===== src/include/pfgm_defines.vh =====
// Register offsets, field positions and reset values of the port F block
`ifndef PFGM_DEFINES_VH
`define PFGM_DEFINES_VH

// Register offsets (byte addresses on the plain register port)
`define PFGM_ADDR_W 4
`define PFGM_OFS_DIR_PIN 4'h0
`define PFGM_OFS_OUT_LATCH 4'h4
`define PFGM_OFS_DRV_TYPE 4'h8
`define PFGM_OFS_STATUS 4'hc

// Reset values
`define PFGM_RST_OUT_LATCH 8'h00
`define PFGM_RST_DIR 8'h00
`define PFGM_RST_DRV_TYPE 8'h00

// Pin positions with shared functions
`define PFGM_PIN_PWM15 7
`define PFGM_PIN_PWM14 6
`define PFGM_PIN_PWM13 5
`define PFGM_PIN_PWM12 4
`define PFGM_PIN_TMO 3
`define PFGM_PIN_EXT_INTERRUPT_11 3

// Pin function codes in the debug fn_code vector, two bits per pin
`define PFGM_FN_INPUT 2'h0
`define PFGM_FN_OUTPUT 2'h1
`define PFGM_FN_PERIPH 2'h2

`endif

===== src/core/pfgm_pin_cell.v =====
// One pin of port F: driver and pull-up control for a chosen output level
`timescale 1ns/100ps
module pfgm_pin_cell
(
   input wire i_drive_en,
   input wire i_level,
   input wire i_open_drain,
   input wire i_dir,
   input wire i_latch,
   input wire i_pull_block,
   output wire o_nch_on,
   output wire o_pch_on,
   output wire o_pull_on
);

   // A driven low level always sinks; a driven high level sources only in push-pull mode
   assign o_nch_on = i_drive_en & ~i_level;
   assign o_pch_on = i_drive_en & i_level & ~i_open_drain;

   // Pull-up only where the direction bit is 0 and the latch holds one; blocked in reset/standby
   assign o_pull_on = ~i_pull_block & ~i_dir & i_latch;

endmodule // pfgm_pin_cell


===== src/core/pfgm_port_f.v =====
// Port F: eight-bit I/O port with pin multiplexer for PWM, timer and interrupts
//
// Local design decisions: strobed register access and the placing of the registers.
`timescale 1ns/100ps
`include "pfgm_defines.vh"
module pfgm_port_f
(
   input wire i_ref_clk,
   input wire i_reset_n,
   // Register port
   input wire [`PFGM_ADDR_W-1:0] i_addr,
   input wire [7:0] i_wdata,
   input wire i_wr,
   input wire i_rd,
   output reg [7:0] o_rdata,
   // Operating mode
   input wire i_hw_standby,
   // Function selects and peripheral outputs from the owning units
   input wire i_pwm_group_a_select,
   input wire i_pwm_group_b_select,
   input wire [3:0] i_pwm_channel_out_enable,
   input wire [3:0] i_ext_pwm_out,
   input wire i_timer_out_select,
   input wire [3:0] i_timer_compare_out_mode,
   input wire i_ext_timer_compare_out,
   input wire [3:0] i_irq_pin_select_bit,
   input wire [3:0] i_irq_enable_bit,
   // Pins
   input wire [7:0] i_pin,
   output wire [7:0] o_pin,
   output wire [7:0] o_pin_oe_n,
   output wire [7:0] o_nch_on,
   output wire [7:0] o_pch_on,
   output wire [7:0] o_pull_on,
   // Interrupt inputs 11..8 toward the interrupt controller
   output wire [3:0] o_ext_interrupt
);

   reg [7:0] port_out_latch;
   reg [7:0] port_direction;
   reg [7:0] port_driver_type;
   reg [7:0] next_rdata;
   reg [7:0] periph_sel;
   reg [7:0] periph_level;
   reg [15:0] fn_code;
   reg pull_block;
   wire [7:0] drive_en;
   wire [7:0] drive_level;
   wire [3:0] pwm_sel;
   integer k;
   // Second loop index, so each combinational process owns its own variable
   integer j;

   // Software registers; direction is write-only and shares its slot
   always @(posedge i_ref_clk or negedge i_reset_n)
   begin
      if (!i_reset_n)
      begin
         port_out_latch <= `PFGM_RST_OUT_LATCH;
         port_direction <= `PFGM_RST_DIR;
         port_driver_type <= `PFGM_RST_DRV_TYPE;
      end
      else if (i_wr)
      begin
         case (i_addr)
            `PFGM_OFS_DIR_PIN: port_direction <= i_wdata;
            `PFGM_OFS_OUT_LATCH: port_out_latch <= i_wdata;
            `PFGM_OFS_DRV_TYPE: port_driver_type <= i_wdata;
            default: port_out_latch <= port_out_latch;
         endcase
      end
   end

   // Pull-up hold-off: set by reset, released at the first edge after it
   always @(posedge i_ref_clk or negedge i_reset_n)
   begin
      if (!i_reset_n)
         pull_block <= 1'b1;
      else
         pull_block <= 1'b0;
   end

   // Read mux; pins are synchronous inputs, sampled at the read edge
   always @*
   begin
      next_rdata = 8'h00;
      case (i_addr)
         `PFGM_OFS_DIR_PIN: next_rdata = i_pin;
         `PFGM_OFS_OUT_LATCH: next_rdata = port_out_latch;
         `PFGM_OFS_DRV_TYPE: next_rdata = port_driver_type;
         `PFGM_OFS_STATUS: next_rdata = periph_sel;
         default: next_rdata = 8'h00;
      endcase
   end

   // Read data stands only in the cycle after the read strobe
   always @(posedge i_ref_clk or negedge i_reset_n)
   begin
      if (!i_reset_n)
         o_rdata <= 8'h00;
      else if (i_rd)
         o_rdata <= next_rdata;
      else
         o_rdata <= 8'h00;
   end

   // PWM group select per pin: a for 7,6 and b for 5,4
   assign pwm_sel = {i_pwm_group_a_select, i_pwm_group_a_select,
                     i_pwm_group_b_select, i_pwm_group_b_select};

   // Peripheral hand-over, purely combinational so unit changes act at once
   always @*
   begin
      periph_sel = 8'h00;
      periph_level = 8'h00;
      for (k = 0; k < 4; k = k + 1)
      begin
         // Direction 1 and enable 1 with group select gives the PWM channel
         periph_sel[4+k] = pwm_sel[k] & port_direction[4+k]
                           & i_pwm_channel_out_enable[k];
         periph_level[4+k] = i_ext_pwm_out[k];
      end
      // Timer compare wins over the direction bit
      periph_sel[`PFGM_PIN_TMO] = i_timer_out_select
                                  & (|i_timer_compare_out_mode);
      periph_level[`PFGM_PIN_TMO] = i_ext_timer_compare_out;
   end

   // Two-bit function code per pin, for debug visibility
   always @*
   begin
      fn_code = 16'h0000;
      for (j = 0; j < 8; j = j + 1)
      begin
         if (periph_sel[j])
            fn_code[2*j +: 2] = `PFGM_FN_PERIPH;
         else if (port_direction[j])
            fn_code[2*j +: 2] = `PFGM_FN_OUTPUT;
         else
            fn_code[2*j +: 2] = `PFGM_FN_INPUT;
      end
   end

   // The timer output drives pin 3 even if its direction bit is clear; PWM pins also need direction 1
   assign drive_en = port_direction | periph_sel;
   assign drive_level = (periph_sel & periph_level) | (~periph_sel & port_out_latch);
   assign o_pin = drive_level;
   assign o_pin_oe_n = ~drive_en;

   // Interrupt inputs see the pin alongside any port function
   assign o_ext_interrupt = i_pin[3:0] & ~i_irq_pin_select_bit & i_irq_enable_bit;

   // Per-pin driver and pull-up cells
   genvar g;
   generate
      for (g = 0; g < 8; g = g + 1)
      begin : pin_cells
         pfgm_pin_cell u_cell
         (
            .i_drive_en(drive_en[g]),
            .i_level(drive_level[g]),
            .i_open_drain(port_driver_type[g]),
            .i_dir(port_direction[g]),
            .i_latch(port_out_latch[g]),
            .i_pull_block(pull_block | i_hw_standby),
            .o_nch_on(o_nch_on[g]),
            .o_pch_on(o_pch_on[g]),
            .o_pull_on(o_pull_on[g])
         );
      end
   endgenerate

   // Hidden debug code only feeds an unused wire; the status read shows the periph_sel bits, one bit per pin
   wire fn_unused = |fn_code;

endmodule // pfgm_port_f


===== config.mk =====
export PLATFORM = sky130hd
export DESIGN_NAME = pfgm_port_f
export DESIGN_NICKNAME = d
export VERILOG_FILES = /design/src/core/pfgm_pin_cell.v /design/src/core/pfgm_port_f.v
export VERILOG_INCLUDE_DIRS = /design/src /design/src/include
export SDC_FILE = /design/constraint.sdc
export NUM_CORES = 1
export LEC_CHECK = 0
export BUFFER_PORTS_ARGS = -buffer_cell sky130_fd_sc_hd__buf_2
export CORE_AREA = 2 2 68 70
export CTS_CLUSTER_DIAMETER = 50
export DETAILED_ROUTE_END_ITERATION = 10
export DIE_AREA = 0 0 70 72
export PLACE_DENSITY = 0.84
export SYNTH_ARGS = -nofsm -noshare
export SYNTH_HDL_FRONTEND = slang
export SYNTH_SLANG_ARGS = --single-unit

===== constraint.sdc =====
create_clock -name i_ref_clk -period 3.4 [get_ports i_ref_clk]
set_input_delay 0.17 -clock i_ref_clk [delete_from_list [all_inputs] [get_ports i_ref_clk]]
set_output_delay 0.17 -clock i_ref_clk [all_outputs]
set_load 0.1 [all_outputs]

# Word-level counts from Yosys, hierarchy flattened
# Index checks and enable logic that the tools add are counted.
[word_totals]
regBits = 33
inputBits = 49
output_inout_bits = 52
[classes]
eq_ne = 3
n_reduce_logical = 5
n_bitwise = 84
mux = 2
[ops]
columns = ["op", "n"]
rows = [
  ["1-bit AND", 49],
  ["8-bit one-hot mux with 4 select lines", 1],
  ["1-bit inverter", 25],
  ["8-bit AND", 2],
  ["8-bit inverter", 2],
  ["8-bit OR", 2],
  ["4-bit AND", 2],
  ["4-bit == test (second input constant)", 2],
  ["8-bit two-way mux", 1],
  ["2-bit AND reduction", 3],
  ["4-bit by 3-bit == test with 1-bit output (second input constant)", 1],
  ["4-bit zero test", 1],
  ["4-bit inverter", 1],
  ["4-bit OR reduction", 1],
  ["1-bit OR", 1],
]

# Depth between registers and ports, before layout
# Gate-level depths: netlist of the first run.
[depth]
ltp_word = 7
ltp_mapped = 4
depth_no_buf = 3

# By module
# A second synthesis of the first run with hierarchy kept.
[hier_totals]
hier_cells = 160
area_unflattened_um2 = 1913.1
[modules_own_cells]
columns = ["mod", "seq_area_each_um2", "cells_each", "n_inst", "area_each_um2"]
rows = [
  ["pfgm_port_f", 827.0, 136, 1, 1732.9],
  ["pfgm_pin_cell", 0.0, 3, 8, 22.5],
]

# Worst setup path after synthesis of the first run
# Ideal clock, no wire load.
[synth_path]
path_kind = "input to output"
startpoint = "input i_timer_compare_out_mode[1]"
endpoint = "output o_pin_oe_n[3]"
required_ps = 3230
cell_stages = 2
n_path_buf = 0
arrival_ps = 1867
setup_slack_ps = 1363
path_cell_list = "o41a_1 nor2_1"
[synth_via]
elab_chain_cells = 4
[synth_rtl]
columns = ["item", "line_no", "source"]
rows = [
  ["start, declared", "pfgm_port_f.v:24", "input wire [3:0] i_timer_compare_out_mode,"],
  ["4-bit OR reduction", "pfgm_port_f.v:125", "& (|i_timer_compare_out_mode);"],
  ["1-bit AND", "pfgm_port_f.v:125", ""],
  ["8-bit OR", "pfgm_port_f.v:145", "assign drive_en = port_direction | periph_sel;"],
  ["8-bit inverter", "pfgm_port_f.v:148", "assign o_pin_oe_n = ~drive_en;"],
  ["end, declared", "pfgm_port_f.v:31", "output wire [7:0] o_pin_oe_n,"],
]
# Every way passes these cells.

# Final worst setup path of the first run
[layout_path]
startpoint = "register port_direction[6]"
endpoint = "output o_nch_on[6]"
[layout_via]
elab_chain_cells = 7
word_cells_on_any_way = 9
cone_classes = "bitwise: 9"
[layout_rtl]
columns = ["item", "line_no", "source"]
rows = [
  ["start, declared", "pfgm_port_f.v:40", "reg [7:0] port_direction;"],
  ["start signal, assigned", "pfgm_port_f.v:60", "port_direction <= `PFGM_RST_DIR;"],
  ["start signal, assigned", "pfgm_port_f.v:66", "`PFGM_OFS_DIR_PIN: port_direction <= i_wdata;"],
  ["1-bit AND", "pfgm_port_f.v:119", "periph_sel[4+k] = pwm_sel[k] & port_direction[4+k]"],
  ["1-bit AND", "pfgm_port_f.v:120", "& i_pwm_channel_out_enable[k];"],
  ["8-bit inverter", "pfgm_port_f.v:146", "assign drive_level = (periph_sel & periph_level) | (~periph_sel & port_out_latch);"],
  ["8-bit AND", "pfgm_port_f.v:146", ""],
  ["8-bit OR", "pfgm_port_f.v:146", ""],
  ["1-bit inverter", "pfgm_pin_cell.v:17", "assign o_nch_on = i_drive_en & ~i_level;"],
  ["1-bit AND *", "pfgm_pin_cell.v:17", ""],
  ["end, declared", "pfgm_port_f.v:32", "output wire [7:0] o_nch_on,"],
]
# Every way passes the cells marked *; elsewhere a longest branch is shown, timed or not.

==> metrics.cfg, run 1 <==
[synthesis]
post_synthesis_cell_count=195
async_flop_share_pct=100
number_of_enable_type_register_cells_in_the_synthesized_netlist=0
top_reg_cell_synth=dfrtp_1
yosysUniqueCellTypes=34
postSynthAreaPerCell_sq_um=10.7
postSynthNetCount=244
synth_sequential_area_ratio_pct=39.6
post_synth_instance_area_sq_um=2090
synth.yosys.warnings=0
ys_ff_latch=33

[placed_design]
finalWeightedCongestion=0.721
dp_hpwl_um=3610
post-place-ws_ns=1.73
io_buffers=100
dp_cells=311

[power_and_ir_drop]
p_int_mw=0.814
vdd.ir_drop.worst_uv=375
proportion_of_power_drawn_by_combinational_gates_pct=54.0
power.clock.fraction_pct=16.5
total_leakage_power_nw=1.35
netSwitchingFraction_pct=55.2
power_density_nw_per_um2=732
net_sw_power_mw=1.00
share_seq_of_total_power_pct=29.6
finalPower_mw=1.82

[die]
design.portCount=101
number_of_rows_in_the_core_area=24
core_sq_um=4260
dieHeight_um=72
floorplan.initialDensity_pct=49.0
floorplan.die.width_um=70
fp.dieArea_sq_um=5040

[route]
number_of_optimization_iterations_in_the_first_detailed_route_pass=4
drc=0
drt-wirelength-per-cell_um=14.9
drt_wl_total_um=4770
num_vias=1669
drtIter0Drc=93
routed_via_density=5.22
drtAntennaViolNets=0

[setup_path]
critPathCaptureType=output port
timing.critical_path.slowest_stage_cell=dfrtp_1
worst-path-buf-inv=1
max_stage_delay_ns=0.41
critPathRequiredTime_ns=3.23
timing.critical_path.fanout_max=5
cpLargestDelayFamily=flip-flops
timing.setup.critical_path_class=reg -> out
critical_path.cell_chain=and3_1, mux2i_1, and2_1, buf_2
crit_arrival_ns=1.78
startpoint_type=register

[cts]
cts_tree=built
post_cts.resized_instances=0
clkTransAtPathRegs_ns=0.06
clock_latency_ns=0.29
cts_made_buffers=5
clk_path_buf_depth=2
cts_num_sinks=33
cts-htree-levels=2
ctsRootBufferMaster=clkbuf_8

[min_path]
hp-class=in -> reg

[global_routing]
global_route_overflow=0
grt_max_degree=34
globalRouteTotalUtil_pct=19.9
first_pass_grt_wire_length_um=7720
vias_in_the_first_global_route=1658
antenna_found_initial=0

[job]
drv.max_cap_violation_count=0

[timing]
postLayoutSetupSlackWorst_ns=1.45
worst_clock_skew_ns=0.00486
fmax_mhz=512
hold_violations=0
rsz0062_at_grt=no
setup_violations=0
max_slew_margin_pct=51.2
timing_worst_slew_pin_value_ns=0.732
tns_ns=0
drv_slew=0
period_minus_slack_ns=1.95
fin_crit_share_pct=57.4

[cells_and_area]
area_growth_pct=18.7
num_antenna_cells=0
post-route-util_pct=58.2
finalNonFillerCells=320
proportion_of_layout_cells_with_a_drive_suffix_above_1_pct=48.1
filler_cell_count=409
nNetsFinal=316

[outcome]
run_status=complete, no violations

==> timing repair <==
action,4_1_cts,5_1_grt
setup endpoints to repair,0,0
hold buffers,1,0
hold endpoints to repair,32,0
setup buffers,0,0
==> sequential cells by signal (all words and copies together) (netlist names) <==
| register | flops |
|---|---|
| o_rdata | 8 |
| port_direction | 8 |
| port_driver_type | 8 |
| port_out_latch | 8 |
| pull_block | 1 |
==> worst reg2reg max path, cell delays in order, from the launching register on <==
cell and delay [ns]:
dfrtp_1 0.40, mux2_1 0.30, a222oi_1 0.28, nor2_1 0.07
==> cell usage in the layout (no fill, tap or decap), types with 4 or more instances in the layout <==
cell / synthesis / routed
nor3b_1: 8 / 8
nor2_1: 9 / 9
or2_2: 4 / 4
clkbuf_8: 0 / 6
nor3_1: 5 / 5
nand2_1: 16 / 16
mux2_4: 8 / 8
mux2_2: 4 / 4
buf_2: 0 / 100
inv_1: 11 / 11
mux2i_1: 7 / 7
and2_1: 4 / 4
and3b_1: 4 / 4
mux2_1: 17 / 17
dfrtp_1: 32 / 32
a21oi_1: 4 / 4
nand3_1: 4 / 4
==> metal layers <==
layer | vias to the layer above | part of all wire (%) | global-route usage (%)
met5 | - | 0 | 0
met4 | 0 | 1.8 | 7.69
met3 | 9 | 7.7 | 4.58
met2 | 76 | 50 | 35.1
met1 | 792 | 40 | 23.7
li1 | 792 | - | -
==> path summary, 6_finish.rpt <==
kind	from	depth (start not counted)	slack, ns	end
min	i_wdata[5]	2	0.12	port_out_latch[5]
max reg2reg	port_driver_type[6]	3	2.24	o_rdata[6]
max	port_direction[6]	4	1.45	o_nch_on[6]
min reg2reg	port_driver_type[0]	1	0.53	port_driver_type[0]
max in group asynchronous	i_reset_n	2	2.45	port_driver_type[2]
min in group asynchronous	i_reset_n	2	0.48	port_driver_type[5]
==> area by class of cell <==
cell class              count  area, sq um  area share, %
inverters                  11         41.3           1.66
repair buffers            101          510           20.6
well taps                  52         65.1           2.62
clock buffers               8         90.1           3.63
multi-input cells         115          947           38.2
flip-flops and latches     33          827           33.3
==> cells by family after synthesis <==
family / synth area share, %
muxes: 20.4
other: 0.179
buffers and inverters: 15.1
DFF: 39.6
AOI/OAI and AO/OA: 4.37
and+or+nand+nor: 20.4
==> metrics by stage <==
step | area, sq um | hold slack, ns
2_1_floorplan | 2090 | -0.126
3_3_place_gp | 2380 | 0.267
3_5_place_dp | 2380 | 0.268
4_1_cts | 2480 | 0.127
5_1_grt | 2480 | 0.132
6_report | 2480 | 0.124
==> cells in the mapped netlist (2+ instances only) <==
| master | instances | area share [%] |
|---|---|---|
| mux2_1 | 17 | 9.2 |
| a21oi_1 | 4 | 0.96 |
| nand2_1 | 16 | 2.9 |
| buf_6 | 2 | 1.1 |
| buf_4 | 33 | 12 |
| mux2i_1 | 7 | 3.4 |
| inv_1 | 11 | 2.0 |
| or2_2 | 4 | 1.2 |
| nor3b_1 | 8 | 2.9 |
| a31oi_1 | 3 | 0.90 |
| mux2_2 | 4 | 2.2 |
| and3b_1 | 4 | 1.7 |
| nor2_1 | 9 | 1.6 |
| mux2_4 | 8 | 5.7 |
| nand4b_4 | 2 | 2.3 |
| a222oi_1 | 2 | 0.96 |
| and2_1 | 4 | 1.2 |
| dfrtp_1 | 32 | 38 |
| nor3_1 | 5 | 1.2 |
| nand3_1 | 4 | 0.96 |
| nand4_1 | 3 | 0.90 |
==> power by group through the flow <==
stage	combinational (mW)	clock (mW)	sequential [mW]
detailed placement	0.983	0	0.543
global route	1.02	0.320	0.551
finish	0.980	0.299	0.537
floorplan	0.921	0	0.532
global placement	0.972	0	0.540
CTS	0.985	0.307	0.536
Note: power is estimated with default switching activity, not from simulation.
==> inputs of run 2 (changes only) <==
--- a/config.mk
+++ b/config.mk
@@ -7,11 +7,11 @@
 export NUM_CORES = 1
 export LEC_CHECK = 0
 export BUFFER_PORTS_ARGS = -buffer_cell sky130_fd_sc_hd__buf_2
-export CORE_AREA = 2 2 68 70
+export CORE_AREA = 2 2 71 73
 export CTS_CLUSTER_DIAMETER = 50
 export DETAILED_ROUTE_END_ITERATION = 10
-export DIE_AREA = 0 0 70 72
-export PLACE_DENSITY = 0.84
+export DIE_AREA = 0 0 73 75
+export PLACE_DENSITY = 0.78
 export SYNTH_ARGS = -nofsm -noshare
 export SYNTH_HDL_FRONTEND = slang
 export SYNTH_SLANG_ARGS = --single-unit
==> constraint.sdc (replaced) <==
create_clock -name i_ref_clk -period 1.9 [get_ports i_ref_clk]
set_input_delay 0.095 -clock i_ref_clk [delete_from_list [all_inputs] [get_ports i_ref_clk]]
set_output_delay 0.095 -clock i_ref_clk [all_outputs]
set_load 0.1 [all_outputs]
==> metrics.cfg, run 2 (synthesized netlist as in run 1, its figures left out) <==
[route]
num_vias=1635  ; was 1669
drtAntennaViolNets=0  ; unchanged
drt_wl_total_um=4850  ; was 4770 um
routed_via_density=5.06  ; was 5.22
number_of_optimization_iterations_in_the_first_detailed_route_pass=4  ; unchanged
drtIter0Drc=77  ; was 93
drc=0  ; unchanged
drt-wirelength-per-cell_um=15.0  ; was 14.9 um

[cells_and_area]
proportion_of_layout_cells_with_a_drive_suffix_above_1_pct=48.3  ; was 48.1%
filler_cell_count=423  ; was 409
num_antenna_cells=0  ; unchanged
layout.cells.most_common=buf_2  ; unchanged
finalInstanceArea_sq_um=2510  ; was 2480 sq um
sequential_cell_area_sq_um=827  ; unchanged
area_growth_pct=20.1  ; was 18.7%
multi_input_area_sq_um=947  ; unchanged
final_cell_mix=buf_2, dfrtp_1, mux2_1  ; unchanged
nNetsFinal=317  ; was 316

[timing]
timing_worst_slew_pin_value_ns=0.739  ; was 0.732 ns
fin_crit_share_pct=94.6
period_minus_slack_ns=1.80
setup_violations=0  ; unchanged
hold_violations=0  ; unchanged
max_slew_margin_pct=50.7  ; was 51.2%
rsz0062_at_grt=no  ; unchanged
postLayoutSetupSlackWorst_ns=0.102  ; was 1.45 ns
worst_clock_skew_ns=0.00525  ; was 0.00486 ns
drv_slew=0  ; unchanged
fmax_mhz=556
smallest_hold_slack_ns=0.0575  ; was 0.124 ns
tns_ns=0  ; unchanged

[global_routing]
globalRouteTotalUtil_pct=18.0  ; was 19.9%
grt_max_degree=34  ; unchanged
grt_most_used_layer=met2  ; unchanged
met2_usage_pct=29.8  ; was 35.1%
global_route_overflow=0  ; unchanged
antenna_found_initial=0  ; unchanged
met3_usage_pct=4.55  ; was 4.58%
vias_in_the_first_global_route=1449  ; was 1658
first_pass_grt_wire_length_um=7210  ; was 7720 um
grt.met1_usage_pct=23.7  ; about the same

[power_and_ir_drop]
finalPower_mw=3.25  ; was 1.82 mW
power_density_nw_per_um2=1300  ; was 732 nW/um^2
net_sw_power_mw=1.79  ; was 1.00 mW
proportion_of_power_drawn_by_combinational_gates_pct=54.1  ; was 54.0%
total_leakage_power_nw=1.36  ; was 1.35 nW
power.clock.fraction_pct=16.4  ; was 16.5%
share_seq_of_total_power_pct=29.5  ; was 29.6%
vdd.ir_drop.worst_uv=457  ; was 375 uV
p_int_mw=1.46  ; was 0.814 mW
netSwitchingFraction_pct=55.1  ; was 55.2%

[placed_design]
io_buffers=100  ; unchanged
finalWeightedCongestion=0.697  ; was 0.721
dp_hpwl_um=3700  ; was 3610 um
post-place-ws_ns=0.372  ; was 1.73 ns
dpl-instance-area_sq_um=2400  ; was 2380 sq um

[outcome]
run_status=complete, no violations  ; unchanged

[setup_path]
max_stage_delay_ns=0.46  ; was 0.41 ns
critPathCaptureType=output port  ; unchanged
critical_path.cell_chain=or2_2, nor3b_1, buf_2  ; was and3_1, mux2i_1, and2_1, buf_2
timing.critical_path.fanout_max=8  ; was 5
critPathRequiredTime_ns=1.80  ; was 3.23 ns
cpLargestDelayFamily=simple AND/OR/NAND/NOR gates  ; was flip-flops
timing.setup.critical_path_class=reg -> out  ; unchanged
startpoint_type=register  ; unchanged
crit_arrival_ns=1.70  ; was 1.78 ns
worst-path-buf-inv=1  ; unchanged
timing.critical_path.slowest_stage_cell=buf_2  ; was dfrtp_1

[die]
dieHeight_um=75  ; was 72 um
floorplan.initialDensity_pct=44.8  ; was 49.0%
design.portCount=101  ; unchanged
floorplan.die.width_um=73  ; was 70 um
number_of_rows_in_the_core_area=25  ; was 24
fp.dieArea_sq_um=5480  ; was 5040 sq um
core_sq_um=4660  ; was 4260 sq um

[cts]
cts-htree-levels=2  ; unchanged
cts_tree=built  ; unchanged
clkTransAtPathRegs_ns=0.07  ; was 0.06 ns
cts_num_sinks=33  ; unchanged
clock_latency_ns=0.28  ; was 0.29 ns
postCtsSetupBuffers=0  ; unchanged
cts_made_buffers=5  ; unchanged
clk_path_buf_depth=2  ; unchanged
ctsRootBufferMaster=clkbuf_8  ; unchanged

[min_path]
hp-class=in -> reg  ; unchanged

[job]
drv.max_cap_violation_count=0  ; unchanged

[run 2: layer usage]
layer  vias to the layer above  share of wire, %
li1                        800                 -
met1                       767                44
met3                         2               6.0
met5                         -                 0
met4                         0              0.43
met2                        66                49
[run 2: through the flow]
stage          instances  utilization (%)
3_5_place_dp         314             51.6
3_3_place_gp         314             51.6
4_1_cts              323             53.7
2_1_floorplan        195                -
5_1_grt              323             53.8
6_report             323             53.8
[run 2: final timing paths]
kind                                     start             endpoint  slack [ns]  depth (start not counted)
max                                 pull_block         o_pull_on[6]        0.10                          3
min                                 i_wdata[5]    port_out_latch[5]        0.06                          2
max reg2reg                port_driver_type[3]           o_rdata[3]        0.75                          3
min reg2reg                port_driver_type[3]  port_driver_type[3]        0.54                          1
max in group asynchronous            i_reset_n           o_rdata[7]        1.00                          2
min in group asynchronous            i_reset_n  port_driver_type[4]        0.42                          2
[run 2: power groups by stage]
stage,Combinational (mW),Sequential [mW],Clock [mW]
4_1_cts,1.77,0.960,0.549
5_1_grt,1.83,0.981,0.580
3_3_place_gp,1.74,0.964,0
2_1_floorplan,1.65,0.953,0
3_5_place_dp,1.76,0.972,0
6_report,1.76,0.961,0.532
[run 2: timing repair]
item	in CTS	in global routing
hold buffers	1	0
gates resized for setup	0	2
endpoints found under the setup margin	0	2
hold endpoints to repair	32	0
[run 2: area by class of cell]
| class | count | share of cell area, % |
|---|---|---|
| well taps | 54 | 2.69 |
| flip-flops and latches | 33 | 33.0 |
| inverters | 11 | 1.65 |
| multi-input cells | 115 | 37.8 |
| clock buffers | 8 | 3.59 |
| repair buffers | 102 | 21.3 |
